<file path="src/logic/pmea_cfg.svh">
// constants of the program/verify mode block: map, reset values, command codes
// assumes inclusion by bare name from the package and the design file
`ifndef PMEA_CFG_SVH
`define PMEA_CFG_SVH

// ----------------------------------------
// address map
// ----------------------------------------
`define PMEA_ADDR_W 14
`define PMEA_WORD_W 14
`define PMEA_USER_BASE 14'h0000
`define PMEA_USER_TOP 14'h1fff
`define PMEA_CFG_BASE 14'h2000
`define PMEA_CFG_TOP 14'h3fff
`define PMEA_CFG_WORDS 10
`define PMEA_IDX_W 4
`define PMEA_ID_LAST 4'h3
`define PMEA_IDX_ALT_FIRST 4'h6
`define PMEA_IDX_CONFIG 4'h7
`define PMEA_IDX_CAL0 4'h8
`define PMEA_IDX_CAL1 4'h9
`define PMEA_MAIN_LAST 4'h8
`define PMEA_ALT_LAST 4'h9

// ----------------------------------------
// reset values
// ----------------------------------------
`define PMEA_ERASED 14'h3fff
`define PMEA_CAL0_RST 14'h3fff
`define PMEA_CAL1_RST 14'h3fff

// ----------------------------------------
// serial framing and commands (low four code bits)
// ----------------------------------------
`define PMEA_CMD_BITS 5'd6
`define PMEA_DATA_BITS 5'd16
`define PMEA_CMD_LOAD_CFG 4'h0
`define PMEA_CMD_LOAD_PROG 4'h2
`define PMEA_CMD_LOAD_DATA 4'h3
`define PMEA_CMD_READ_PROG 4'h4
`define PMEA_CMD_READ_DATA 4'h5
`define PMEA_CMD_INCR 4'h6
`define PMEA_CMD_BEGIN 4'h8
`define PMEA_CMD_BULK_PROG 4'h9

// ----------------------------------------
// buffering
// ----------------------------------------
`define PMEA_FIFO_DEPTH 8

`endif

</file>
<file path="src/logic/pmea_pkg.sv">
// types of the program/verify mode block
// assumes pmea_cfg.svh is on the include path
`include "pmea_cfg.svh"

package pmea_pkg;

  // one word bound for the program array, address with data
  typedef struct packed {
    logic [`PMEA_ADDR_W-1:0] addr;
    logic [`PMEA_WORD_W-1:0] data;
  } pmea_wr_t;

  typedef enum logic [1:0] {
    PMEA_ST_CMD,
    PMEA_ST_DATA
  } pmea_state_t;

endpackage

</file>
<file path="src/logic/pmea_prog_if.sv">
// serial program/verify mode port: entry, address counter, configuration words
// assumes a single core_clk; programmer pins arrive asynchronously

`include "pmea_cfg.svh"

// ----------------------------------------
// buffer between serial side and program array
// ----------------------------------------
module pmea_fifo #(
  parameter int WIDTH = 28,
  parameter int DEPTH = `PMEA_FIFO_DEPTH
) (
  // clock and reset
  input wire logic core_clk,
  input wire logic rst_n,
  // filling side
  input wire logic in_valid,
  output logic in_ready,
  input wire logic [WIDTH-1:0] in_data,
  // draining side
  output logic out_valid,
  input wire logic out_ready,
  output logic [WIDTH-1:0] out_data
);
  localparam int AW = $clog2(DEPTH);
  logic [WIDTH-1:0] mem_q [DEPTH];
  logic [AW-1:0] wr_ptr_q;
  logic [AW-1:0] rd_ptr_q;
  logic [AW:0] count_q;
  logic push;
  logic pop;

  assign in_ready = (count_q != (AW+1)'(DEPTH));
  assign out_valid = (count_q != '0);
  assign out_data = mem_q[rd_ptr_q];
  assign push = in_valid && in_ready;
  assign pop = out_valid && out_ready;

  always_ff @(posedge core_clk) begin
    if (push) begin
      mem_q[wr_ptr_q] <= in_data;
    end
  end

  always_ff @(posedge core_clk or negedge rst_n) begin
    if (!rst_n) begin
      wr_ptr_q <= '0;
      rd_ptr_q <= '0;
      count_q <= '0;
    end else begin
      if (push) begin
        wr_ptr_q <= (wr_ptr_q == AW'(DEPTH-1)) ? '0 : wr_ptr_q + AW'(1);
      end
      if (pop) begin
        rd_ptr_q <= (rd_ptr_q == AW'(DEPTH-1)) ? '0 : rd_ptr_q + AW'(1);
      end
      count_q <= count_q + (AW+1)'(push) - (AW+1)'(pop);
    end
  end
endmodule

// ----------------------------------------
// top: program/verify mode interface
// ----------------------------------------
module pmea_prog_if (
  // clock and reset
  input wire logic core_clk,
  input wire logic rst_n,
  // programmer pins
  input wire logic prog_clock_pin,
  input wire logic prog_data_pin_in,
  output logic prog_data_pin_out,
  output logic prog_data_pin_oe,
  input wire logic master_clear_hv,
  // device straps and state
  input wire logic alt_group_strap,
  input wire logic code_protect,
  // mode status towards the rest of the chip
  output logic prog_mode_active,
  output logic other_logic_reset,
  output logic port_a_bit_four_hiz,
  // program array access
  output logic [`PMEA_ADDR_W-1:0] array_rd_addr,
  input wire logic [`PMEA_WORD_W-1:0] array_rd_data,
  output logic array_wr_valid,
  input wire logic array_wr_ready,
  output pmea_pkg::pmea_wr_t array_wr_word,
  output logic array_erase
);
  // ----------------------------------------
  // pin synchronisers
  // ----------------------------------------
  logic [2:0] clk_sync_q;
  logic [1:0] dat_sync_q;
  logic [1:0] hv_sync_q;
  logic clk_rise;
  logic clk_fall;
  logic din;

  always_ff @(posedge core_clk or negedge rst_n) begin
    if (!rst_n) begin
      clk_sync_q <= '0;
      dat_sync_q <= '0;
      hv_sync_q <= '0;
    end else begin
      clk_sync_q <= {clk_sync_q[1:0], prog_clock_pin};
      dat_sync_q <= {dat_sync_q[0], prog_data_pin_in};
      hv_sync_q <= {hv_sync_q[0], master_clear_hv};
    end
  end

  // edges taken from the second and third stages only
  assign clk_rise = clk_sync_q[1] && !clk_sync_q[2];
  assign clk_fall = !clk_sync_q[1] && clk_sync_q[2];
  assign din = dat_sync_q[1];

  // ----------------------------------------
  // strap capture after reset release
  // ----------------------------------------
  logic strap_done_q;
  logic alt_group_q;

  always_ff @(posedge core_clk or negedge rst_n) begin
    if (!rst_n) begin
      strap_done_q <= 1'b0;
      alt_group_q <= 1'b0;
    end else if (!strap_done_q) begin
      strap_done_q <= 1'b1;
      alt_group_q <= alt_group_strap;
    end
  end

  // ----------------------------------------
  // helpers
  // ----------------------------------------
  // top bit is held, so the config region can never fall back to user
  function automatic logic [`PMEA_ADDR_W-1:0] next_addr(input logic [`PMEA_ADDR_W-1:0] a);
    next_addr = {a[`PMEA_ADDR_W-1], a[`PMEA_ADDR_W-2:0] + 13'h0001};
  endfunction

  function automatic logic cfg_usable(input logic [`PMEA_ADDR_W-1:0] a, input logic alt);
    logic [`PMEA_ADDR_W-1:0] off;
    logic [`PMEA_IDX_W-1:0] idx;
    off = a - `PMEA_CFG_BASE;
    idx = off[`PMEA_IDX_W-1:0];
    if (off >= 14'(`PMEA_CFG_WORDS)) begin
      cfg_usable = 1'b0;
    end else if (idx <= `PMEA_ID_LAST) begin
      cfg_usable = 1'b1;
    end else if (alt) begin
      cfg_usable = (idx >= `PMEA_IDX_ALT_FIRST) && (idx <= `PMEA_ALT_LAST);
    end else begin
      cfg_usable = (idx == `PMEA_IDX_CONFIG) || (idx == `PMEA_MAIN_LAST);
    end
  endfunction

  // ----------------------------------------
  // mode tracking
  // ----------------------------------------
  logic mode_q;
  logic mode_entry;

  assign mode_entry = hv_sync_q[1] && !mode_q;

  always_ff @(posedge core_clk or negedge rst_n) begin
    if (!rst_n) begin
      mode_q <= 1'b0;
      other_logic_reset <= 1'b0;
      port_a_bit_four_hiz <= 1'b0;
    end else begin
      mode_q <= hv_sync_q[1];
      other_logic_reset <= hv_sync_q[1];
      port_a_bit_four_hiz <= hv_sync_q[1];
    end
  end

  assign prog_mode_active = mode_q;

  // ----------------------------------------
  // serial framing
  // ----------------------------------------
  pmea_pkg::pmea_state_t state_q;
  logic [4:0] bit_cnt_q;
  logic [5:0] cmd_q;
  logic [5:0] cmd_full;
  logic is_read_q;
  logic is_cfg_load_q;
  logic [`PMEA_WORD_W-1:0] rd_word_q;
  logic [`PMEA_WORD_W-1:0] shift_q;
  logic [`PMEA_WORD_W-1:0] latch_q;
  logic [`PMEA_ADDR_W-1:0] addr_q;
  logic cmd_done;
  logic data_done;
  logic [3:0] op;
  logic [`PMEA_WORD_W-1:0] read_value;
  logic [`PMEA_WORD_W-1:0] cfg_q [`PMEA_CFG_WORDS];
  logic [`PMEA_IDX_W-1:0] cfg_idx;
  logic in_cfg;

  assign cmd_full = {din, cmd_q[5:1]};
  assign op = cmd_full[3:0];
  assign cmd_done = mode_q && (state_q == pmea_pkg::PMEA_ST_CMD) && clk_fall
    && (bit_cnt_q == `PMEA_CMD_BITS - 5'd1);
  assign data_done = mode_q && (state_q == pmea_pkg::PMEA_ST_DATA) && clk_fall
    && (bit_cnt_q == `PMEA_DATA_BITS - 5'd1);
  assign in_cfg = addr_q[`PMEA_ADDR_W-1];
  assign cfg_idx = addr_q[`PMEA_IDX_W-1:0];

  // read source picked when the command completes
  always_comb begin
    read_value = '0;
    if (in_cfg) begin
      if (cfg_usable(addr_q, alt_group_q)) begin
        read_value = cfg_q[cfg_idx];
      end
    end else if (!code_protect) begin
      read_value = array_rd_data;
    end
  end

  always_ff @(posedge core_clk or negedge rst_n) begin
    if (!rst_n) begin
      state_q <= pmea_pkg::PMEA_ST_CMD;
      bit_cnt_q <= '0;
      cmd_q <= '0;
      is_read_q <= 1'b0;
      is_cfg_load_q <= 1'b0;
      rd_word_q <= '0;
      shift_q <= '0;
    end else if (!mode_q || mode_entry) begin
      state_q <= pmea_pkg::PMEA_ST_CMD;
      bit_cnt_q <= '0;
      cmd_q <= '0;
      is_read_q <= 1'b0;
      is_cfg_load_q <= 1'b0;
    end else begin
      case (state_q)
        pmea_pkg::PMEA_ST_CMD: begin
          if (clk_fall) begin
            cmd_q <= cmd_full;
            bit_cnt_q <= cmd_done ? 5'd0 : bit_cnt_q + 5'd1;
            if (cmd_done) begin
              is_read_q <= (op == `PMEA_CMD_READ_PROG) || (op == `PMEA_CMD_READ_DATA);
              is_cfg_load_q <= (op == `PMEA_CMD_LOAD_CFG);
              rd_word_q <= (op == `PMEA_CMD_READ_PROG) ? read_value : '0;
              if (op <= `PMEA_CMD_READ_DATA && op != 4'h1) begin
                state_q <= pmea_pkg::PMEA_ST_DATA;
              end
            end
          end
        end
        pmea_pkg::PMEA_ST_DATA: begin
          if (clk_fall) begin
            // bits 1..14 carry the word; first and last are start and stop
            if (bit_cnt_q >= 5'd1 && bit_cnt_q <= 5'd14) begin
              shift_q <= {din, shift_q[`PMEA_WORD_W-1:1]};
            end
            bit_cnt_q <= data_done ? 5'd0 : bit_cnt_q + 5'd1;
            if (data_done) begin
              state_q <= pmea_pkg::PMEA_ST_CMD;
            end
          end
        end
        default: begin
          state_q <= pmea_pkg::PMEA_ST_CMD;
          bit_cnt_q <= '0;
        end
      endcase
    end
  end

  // ----------------------------------------
  // read data out on rising edges
  // ----------------------------------------
  always_ff @(posedge core_clk or negedge rst_n) begin
    if (!rst_n) begin
      prog_data_pin_out <= 1'b0;
      prog_data_pin_oe <= 1'b0;
    // release with the synchronised level, so the pin never outlives the mode
    end else if (!hv_sync_q[1] || state_q != pmea_pkg::PMEA_ST_DATA || !is_read_q
        || data_done) begin
      prog_data_pin_out <= 1'b0;
      prog_data_pin_oe <= 1'b0;
    end else if (clk_rise) begin
      prog_data_pin_oe <= 1'b1;
      if (bit_cnt_q >= 5'd1 && bit_cnt_q <= 5'd14) begin
        prog_data_pin_out <= rd_word_q[4'(bit_cnt_q - 5'd1)];
      end else begin
        prog_data_pin_out <= 1'b0;
      end
    end
  end

  // ----------------------------------------
  // address counter and data latch
  // ----------------------------------------
  always_ff @(posedge core_clk or negedge rst_n) begin
    if (!rst_n) begin
      addr_q <= `PMEA_USER_BASE;
      latch_q <= `PMEA_ERASED;
    end else if (!mode_q || mode_entry) begin
      addr_q <= `PMEA_USER_BASE;
      latch_q <= `PMEA_ERASED;
    end else if (cmd_done && op == `PMEA_CMD_INCR) begin
      addr_q <= next_addr(addr_q);
    end else if (data_done && !is_read_q) begin
      latch_q <= shift_q;
      if (is_cfg_load_q) begin
        addr_q <= `PMEA_CFG_BASE;
      end
    end
  end

  assign array_rd_addr = addr_q;

  // ----------------------------------------
  // configuration words
  // ----------------------------------------
  logic do_begin;
  logic do_bulk;

  assign do_begin = cmd_done && (op == `PMEA_CMD_BEGIN);
  assign do_bulk = cmd_done && (op == `PMEA_CMD_BULK_PROG);

  always_ff @(posedge core_clk or negedge rst_n) begin
    if (!rst_n) begin
      for (int i = 0; i < `PMEA_CFG_WORDS; i++) begin
        cfg_q[i] <= `PMEA_ERASED;
      end
      cfg_q[`PMEA_IDX_CAL0] <= `PMEA_CAL0_RST;
      cfg_q[`PMEA_IDX_CAL1] <= `PMEA_CAL1_RST;
    end else if (do_begin && in_cfg && cfg_usable(addr_q, alt_group_q)) begin
      cfg_q[cfg_idx] <= latch_q;
    end else if (do_bulk) begin
      // calibration words are never touched by a bulk erase
      cfg_q[`PMEA_IDX_CONFIG] <= `PMEA_ERASED;
      if (in_cfg) begin
        for (int i = 0; i <= 3; i++) begin
          cfg_q[i] <= `PMEA_ERASED;
        end
      end
    end
  end

  // ----------------------------------------
  // writes to the program array through the buffer
  // ----------------------------------------
  logic pend_q;
  logic fifo_ready;
  pmea_pkg::pmea_wr_t pend_word_q;
  pmea_pkg::pmea_wr_t fifo_out;

  // the programmer cannot be stalled, so a full buffer holds one word here
  always_ff @(posedge core_clk or negedge rst_n) begin
    if (!rst_n) begin
      pend_q <= 1'b0;
      pend_word_q <= '0;
    end else if (do_begin && !in_cfg && !pend_q) begin
      pend_q <= 1'b1;
      pend_word_q <= '{addr: addr_q, data: latch_q};
    end else if (pend_q && fifo_ready) begin
      pend_q <= 1'b0;
    end
  end

  pmea_fifo #(
    .WIDTH($bits(pmea_pkg::pmea_wr_t)),
    .DEPTH(`PMEA_FIFO_DEPTH)
  ) u_fifo (
    .core_clk(core_clk),
    .rst_n(rst_n),
    .in_valid(pend_q),
    .in_ready(fifo_ready),
    .in_data(pend_word_q),
    .out_valid(array_wr_valid),
    .out_ready(array_wr_ready),
    .out_data(fifo_out)
  );

  assign array_wr_word = fifo_out;

  always_ff @(posedge core_clk or negedge rst_n) begin
    if (!rst_n) begin
      array_erase <= 1'b0;
    end else begin
      array_erase <= do_bulk;
    end
  end
endmodule

</file>
<file path="config.mk">
export PLATFORM = sky130hd
export DESIGN_NAME = pmea_prog_if
export DESIGN_NICKNAME = d
export VERILOG_FILES = /design/src/logic/pmea_pkg.sv /design/src/logic/pmea_prog_if.sv
export VERILOG_INCLUDE_DIRS = /design/src /design/src/logic
export SDC_FILE = /design/constraint.sdc
export NUM_CORES = 1
export LEC_CHECK = 0
export BUFFER_PORTS_ARGS = -buffer_cell sky130_fd_sc_hd__buf_4
export CORE_MARGIN = 2
export CORE_UTILIZATION = 55
export DETAILED_ROUTE_END_ITERATION = 8
export PLACE_DENSITY = 0.72
export SYNTH_ARGS = -nofsm -noshare
export SYNTH_HDL_FRONTEND = slang
export SYNTH_SLANG_ARGS = --single-unit
</file>
<file path="constraint.sdc">
create_clock -name core_clk -period 7.2 [get_ports core_clk]
set_input_delay 1.08 -clock core_clk [delete_from_list [all_inputs] [get_ports core_clk]]
set_output_delay 1.08 -clock core_clk [all_outputs]
set_load 0.01 [all_outputs]
</file>
==> impl_metrics.json <==
{
  "status": "completed",
  "routed-via-count": 11320,
  "nets": 1390,
  "totalWireLength_um": 42580,
  "synthSimpleGateAreaFrac_pct": 5.572,
  "cts.path.max_buffers": 3,
  "cp.required_ps": 6120,
  "ctsRootBufferMaster": "clkbuf_16",
  "period_needed_ps": 4087,
  "area_delta_synth_final_pct": 12.55,
  "htreeDepth": 2,
  "cp_cell_sequence": "buf_4 -> mux4_2 -> mux2_2 -> buf_4",
  "synth-seq-cells": 485,
  "fp.dieW_um": 197.6,
  "post_cts_resized": 0,
  "synth_ff_type": "edfxtp_1",
  "wire_per_inst_um": 22.95,
  "hold_viol": 0,
  "hp-class": "flop to flop",
  "swShare_pct": 22.87,
  "clock.fmax_mhz": 244.7,
  "clock-sinks": 485,
  "p_comb_share_pct": 9.9,
  "slew_violations": 0,
  "die-area_sq_um": 39040,
  "crit_start": "u_fifo.rd_ptr_q[0]$_DFFE_PN0P_",
  "cts_tree": "done",
  "min_delay_path_depth": 0,
  "crit_path_end_kind": "primary output",
  "path_depth": 4,
  "peakVddDrop_uv": 180.2,
  "drt_first_pass_iters": 5,
  "slew_headroom_pct": 20.97,
  "clockPowerShare_pct": 41.3,
  "avgSynthCellArea_sq_um": 15.86,
  "clock_skew_ps": 18.23,
  "grt_max_degree": 166,
  "crit_top_cell": "buf_4",
  "powerDensity_nw_per_um2": 261.0,
  "crit_buf_inv": 2,
  "hp-start": "clk_sync_q[0]$_DFF_PN0_",
  "ioPinCount": 71,
  "ctsHoldBuffers": 0,
  "synth_cells": 1300,
  "synthArstFlopShare_pct": 53.81,
  "synth_edf_count": 224,
  "crit_type": "flop to primary output",
  "fin_util_pct": 63.07,
  "synth_compound_area_share_pct": 6.653,
  "grt_pass1_wl_um": 67200,
  "arrival_ps": 3010,
  "crit_fanout": 40,
  "critPathTopFamily": "multiplexers",
  "clk_pin_slew_worst_paths_ps": 60,
  "r2r_start": "array_rd_addr[1]$_DFFE_PN0P_",
  "antennaDiodeCount": 0,
  "seqPwrFrac_pct": 48.8,
  "insertion_delay_ps": 580,
  "crit_slowest_cell": "buf_4",
  "hpwl_um": 25380,
  "syn_nets": 1342,
  "grt_overflow_total": 0,
  "start_util_pct": 56.04,
  "grt.total_usage_pct": 22.70,
  "synth-adder-area-share_pct": 1.250,
  "portBuffers": 70,
  "synth_top_family_by_area": "multiplexers",
  "grt_pass1_vias": 11580,
  "worstMarginPinSlew_ps": 1181,
  "power_switching_mw": 1.384,
  "final_layout_size_suffix_gt1_share_pct": 42.68,
  "fillCellCount": 2610,
  "postCtsSetupBuffers": 0,
  "post-route-period-util_pct": 56.77,
  "ys_warn_count": 0,
  "cpPeakStageDelay_ps": 670,
  "yosysSeqAreaShare_pct": 65.25,
  "p_int_mw": 4.670,
  "fp.dieH_um": 197.6,
  "setup_tns_ps": 0,
  "rows": 70,
  "antenna_found_initial": 1,
  "muxShareOfSynthArea_pct": 18.57,
  "cap_violations": 0,
  "rsz0062_at_grt": "false",
  "synth_cell_types": 70,
  "start_kind": "flop",
  "route.detailed.drc": 0,
  "cts_made_buffers": 47,
  "gp_congestion": 0.8184,
  "rr_worst_depth": 7,
  "coreArea_sq_um": 36790,
  "vias_per_cell": 6.101,
  "leakagePower_nw": 8.963,
  "worst_hold_slack_ps": 352.4,
  "syn-cell-area_sq_um": 20610,
  "synth_xor_area_share_pct": 0.2124,
  "drtIter0Drc": 730,
  "finalSetupViolCount": 0,
  "ant_nets": 0
}
==> registers in the layout, summed over array words and instances (netlist names), 2 cells and up <==
signal / count
array_rd_addr: 14
bit_cnt_q: 5
cfg_q: 140
clk_sync_q: 3
cmd_q: 5
dat_sync_q: 2
hv_sync_q: 2
latch_q: 14
pend_word_q: 28
rd_word_q: 14
shift_q: 14
u_fifo.count_q: 4
u_fifo.mem_q: 224
u_fifo.rd_ptr_q: 3
u_fifo.wr_ptr_q: 3
==> cells by family after synthesis <==
kind of cell / Yosys count
flops: 485
mux: 248
simple gates: 224
compound gates: 197
buf+inv: 120
fa+ha+maj: 20
xor+xnor: 5
other cells: 1
==> metrics by stage <==
stage          instance area [sq um]  setup slack, ps  power [mW]  cells
2_1_floorplan                  20610             3239       3.438   1300
6_report                       23200             3113       6.055   1855
3_3_place_gp                   21600             3679       3.613   1767
4_1_cts                        23200             2996       6.129   1855
5_1_grt                        23200             2903       6.289   1855
3_5_place_dp                   21600             3542       3.625   1767
==> worst register-to-register path, stage by stage, from the launching register on <==
cell and delay, ps:
dfrtp_1 390, buf_4 460, inv_1 220, ha_1 270
nor2b_1 170, o31ai_2 880, or4_1 780, mux2_2 420
==> layer usage <==
metal  track usage, %  wire, um  vias to the layer above
met2            36.67     20430                      304
met5                0        13                        -
met4            5.625       815                        2
met3            4.729      2412                       58
met1            31.89     18900                     5883
li1                 -         -                     5071
==> final cells by class <==
| cell class | instances | area, sq um | share of cell area (%) |
|---|---|---|---|
| Multi-Input combinational cell | 695 | 6729 | 29.00 |
| Clock inverter | 21 | 245.2 | 1.057 |
| Timing Repair Buffer | 97 | 748.2 | 3.225 |
| Clock buffer | 67 | 1354 | 5.835 |
| Inverter | 22 | 82.58 | 0.3559 |
| Tap cell | 468 | 585.6 | 2.524 |
| Sequential cell | 485 | 13460 | 58.00 |
==> cell usage in the layout (no fill, tap or decap), drive strengths merged, types with 27 or more instances in the layout <==
cell / Yosys / routed
edfxtp: 224 / 224
mux2: 155 / 155
dfstp: 154 / 154
dfrtp: 107 / 107
buf: 44 / 97
mux4: 86 / 86
clkbuf: 54 / 67
nand2: 65 / 65
nor2: 58 / 58
o21ai: 45 / 45
a21oi: 31 / 31
o22a: 29 / 29
a2bb2oi: 28 / 28
nand3: 27 / 27
==> cells in the mapped netlist (all sizes together), types with 3 or more instances <==
cell type / n / area share (%)
a21o: 3 / 0.11
a21oi: 31 / 0.75
a22o: 15 / 0.64
a22oi: 14 / 0.51
a2bb2oi: 28 / 1.2
a31oi: 16 / 0.49
and3: 6 / 0.21
and4: 3 / 0.13
buf: 44 / 1.1
clkbuf: 54 / 0.98
dfrtp: 107 / 13
dfstp: 154 / 20
edfxtp: 224 / 33
ha: 19 / 1.2
inv: 21 / 0.38
mux2: 155 / 8.8
mux2i: 7 / 0.34
mux4: 86 / 9.4
nand2: 65 / 1.2
nand2b: 6 / 0.18
nand3: 27 / 0.66
nand4: 9 / 0.27
nor2: 58 / 1.1
nor2b: 3 / 0.091
nor3: 14 / 0.39
nor4: 7 / 0.27
o21ai: 45 / 1.1
o22a: 29 / 1.2
o31ai: 4 / 0.17
or4: 6 / 0.22
xor2: 3 / 0.13
==> power by group through the flow <==
stage	clock (mW)	combinational [mW]	sequential (mW)
6_report	2.50	0.600	2.96
5_1_grt	2.67	0.655	2.96
4_1_cts	2.55	0.618	2.96
3_5_place_dp	0	0.615	3.01
3_3_place_gp	0	0.605	3.01
2_1_floorplan	0	0.465	2.97
==> worst paths after layout <==
path / endpoint / slack, ps
worst max-delay path: array_wr_word[18] / 3110
worst min-delay path: clk_sync_q[1]$_DFF_PN0_ / 350
worst max register to register: cfg_q[13]$_DFFE_PN1P_ / 3530
worst min register to register: clk_sync_q[1]$_DFF_PN0_ / 350
max in group asynchronous: pend_word_q[10]$_DFFE_PN0P_ / 5330
min in group asynchronous: clk_sync_q[0]$_DFF_PN0_ / 540
(Power assumes the default switching activity.)
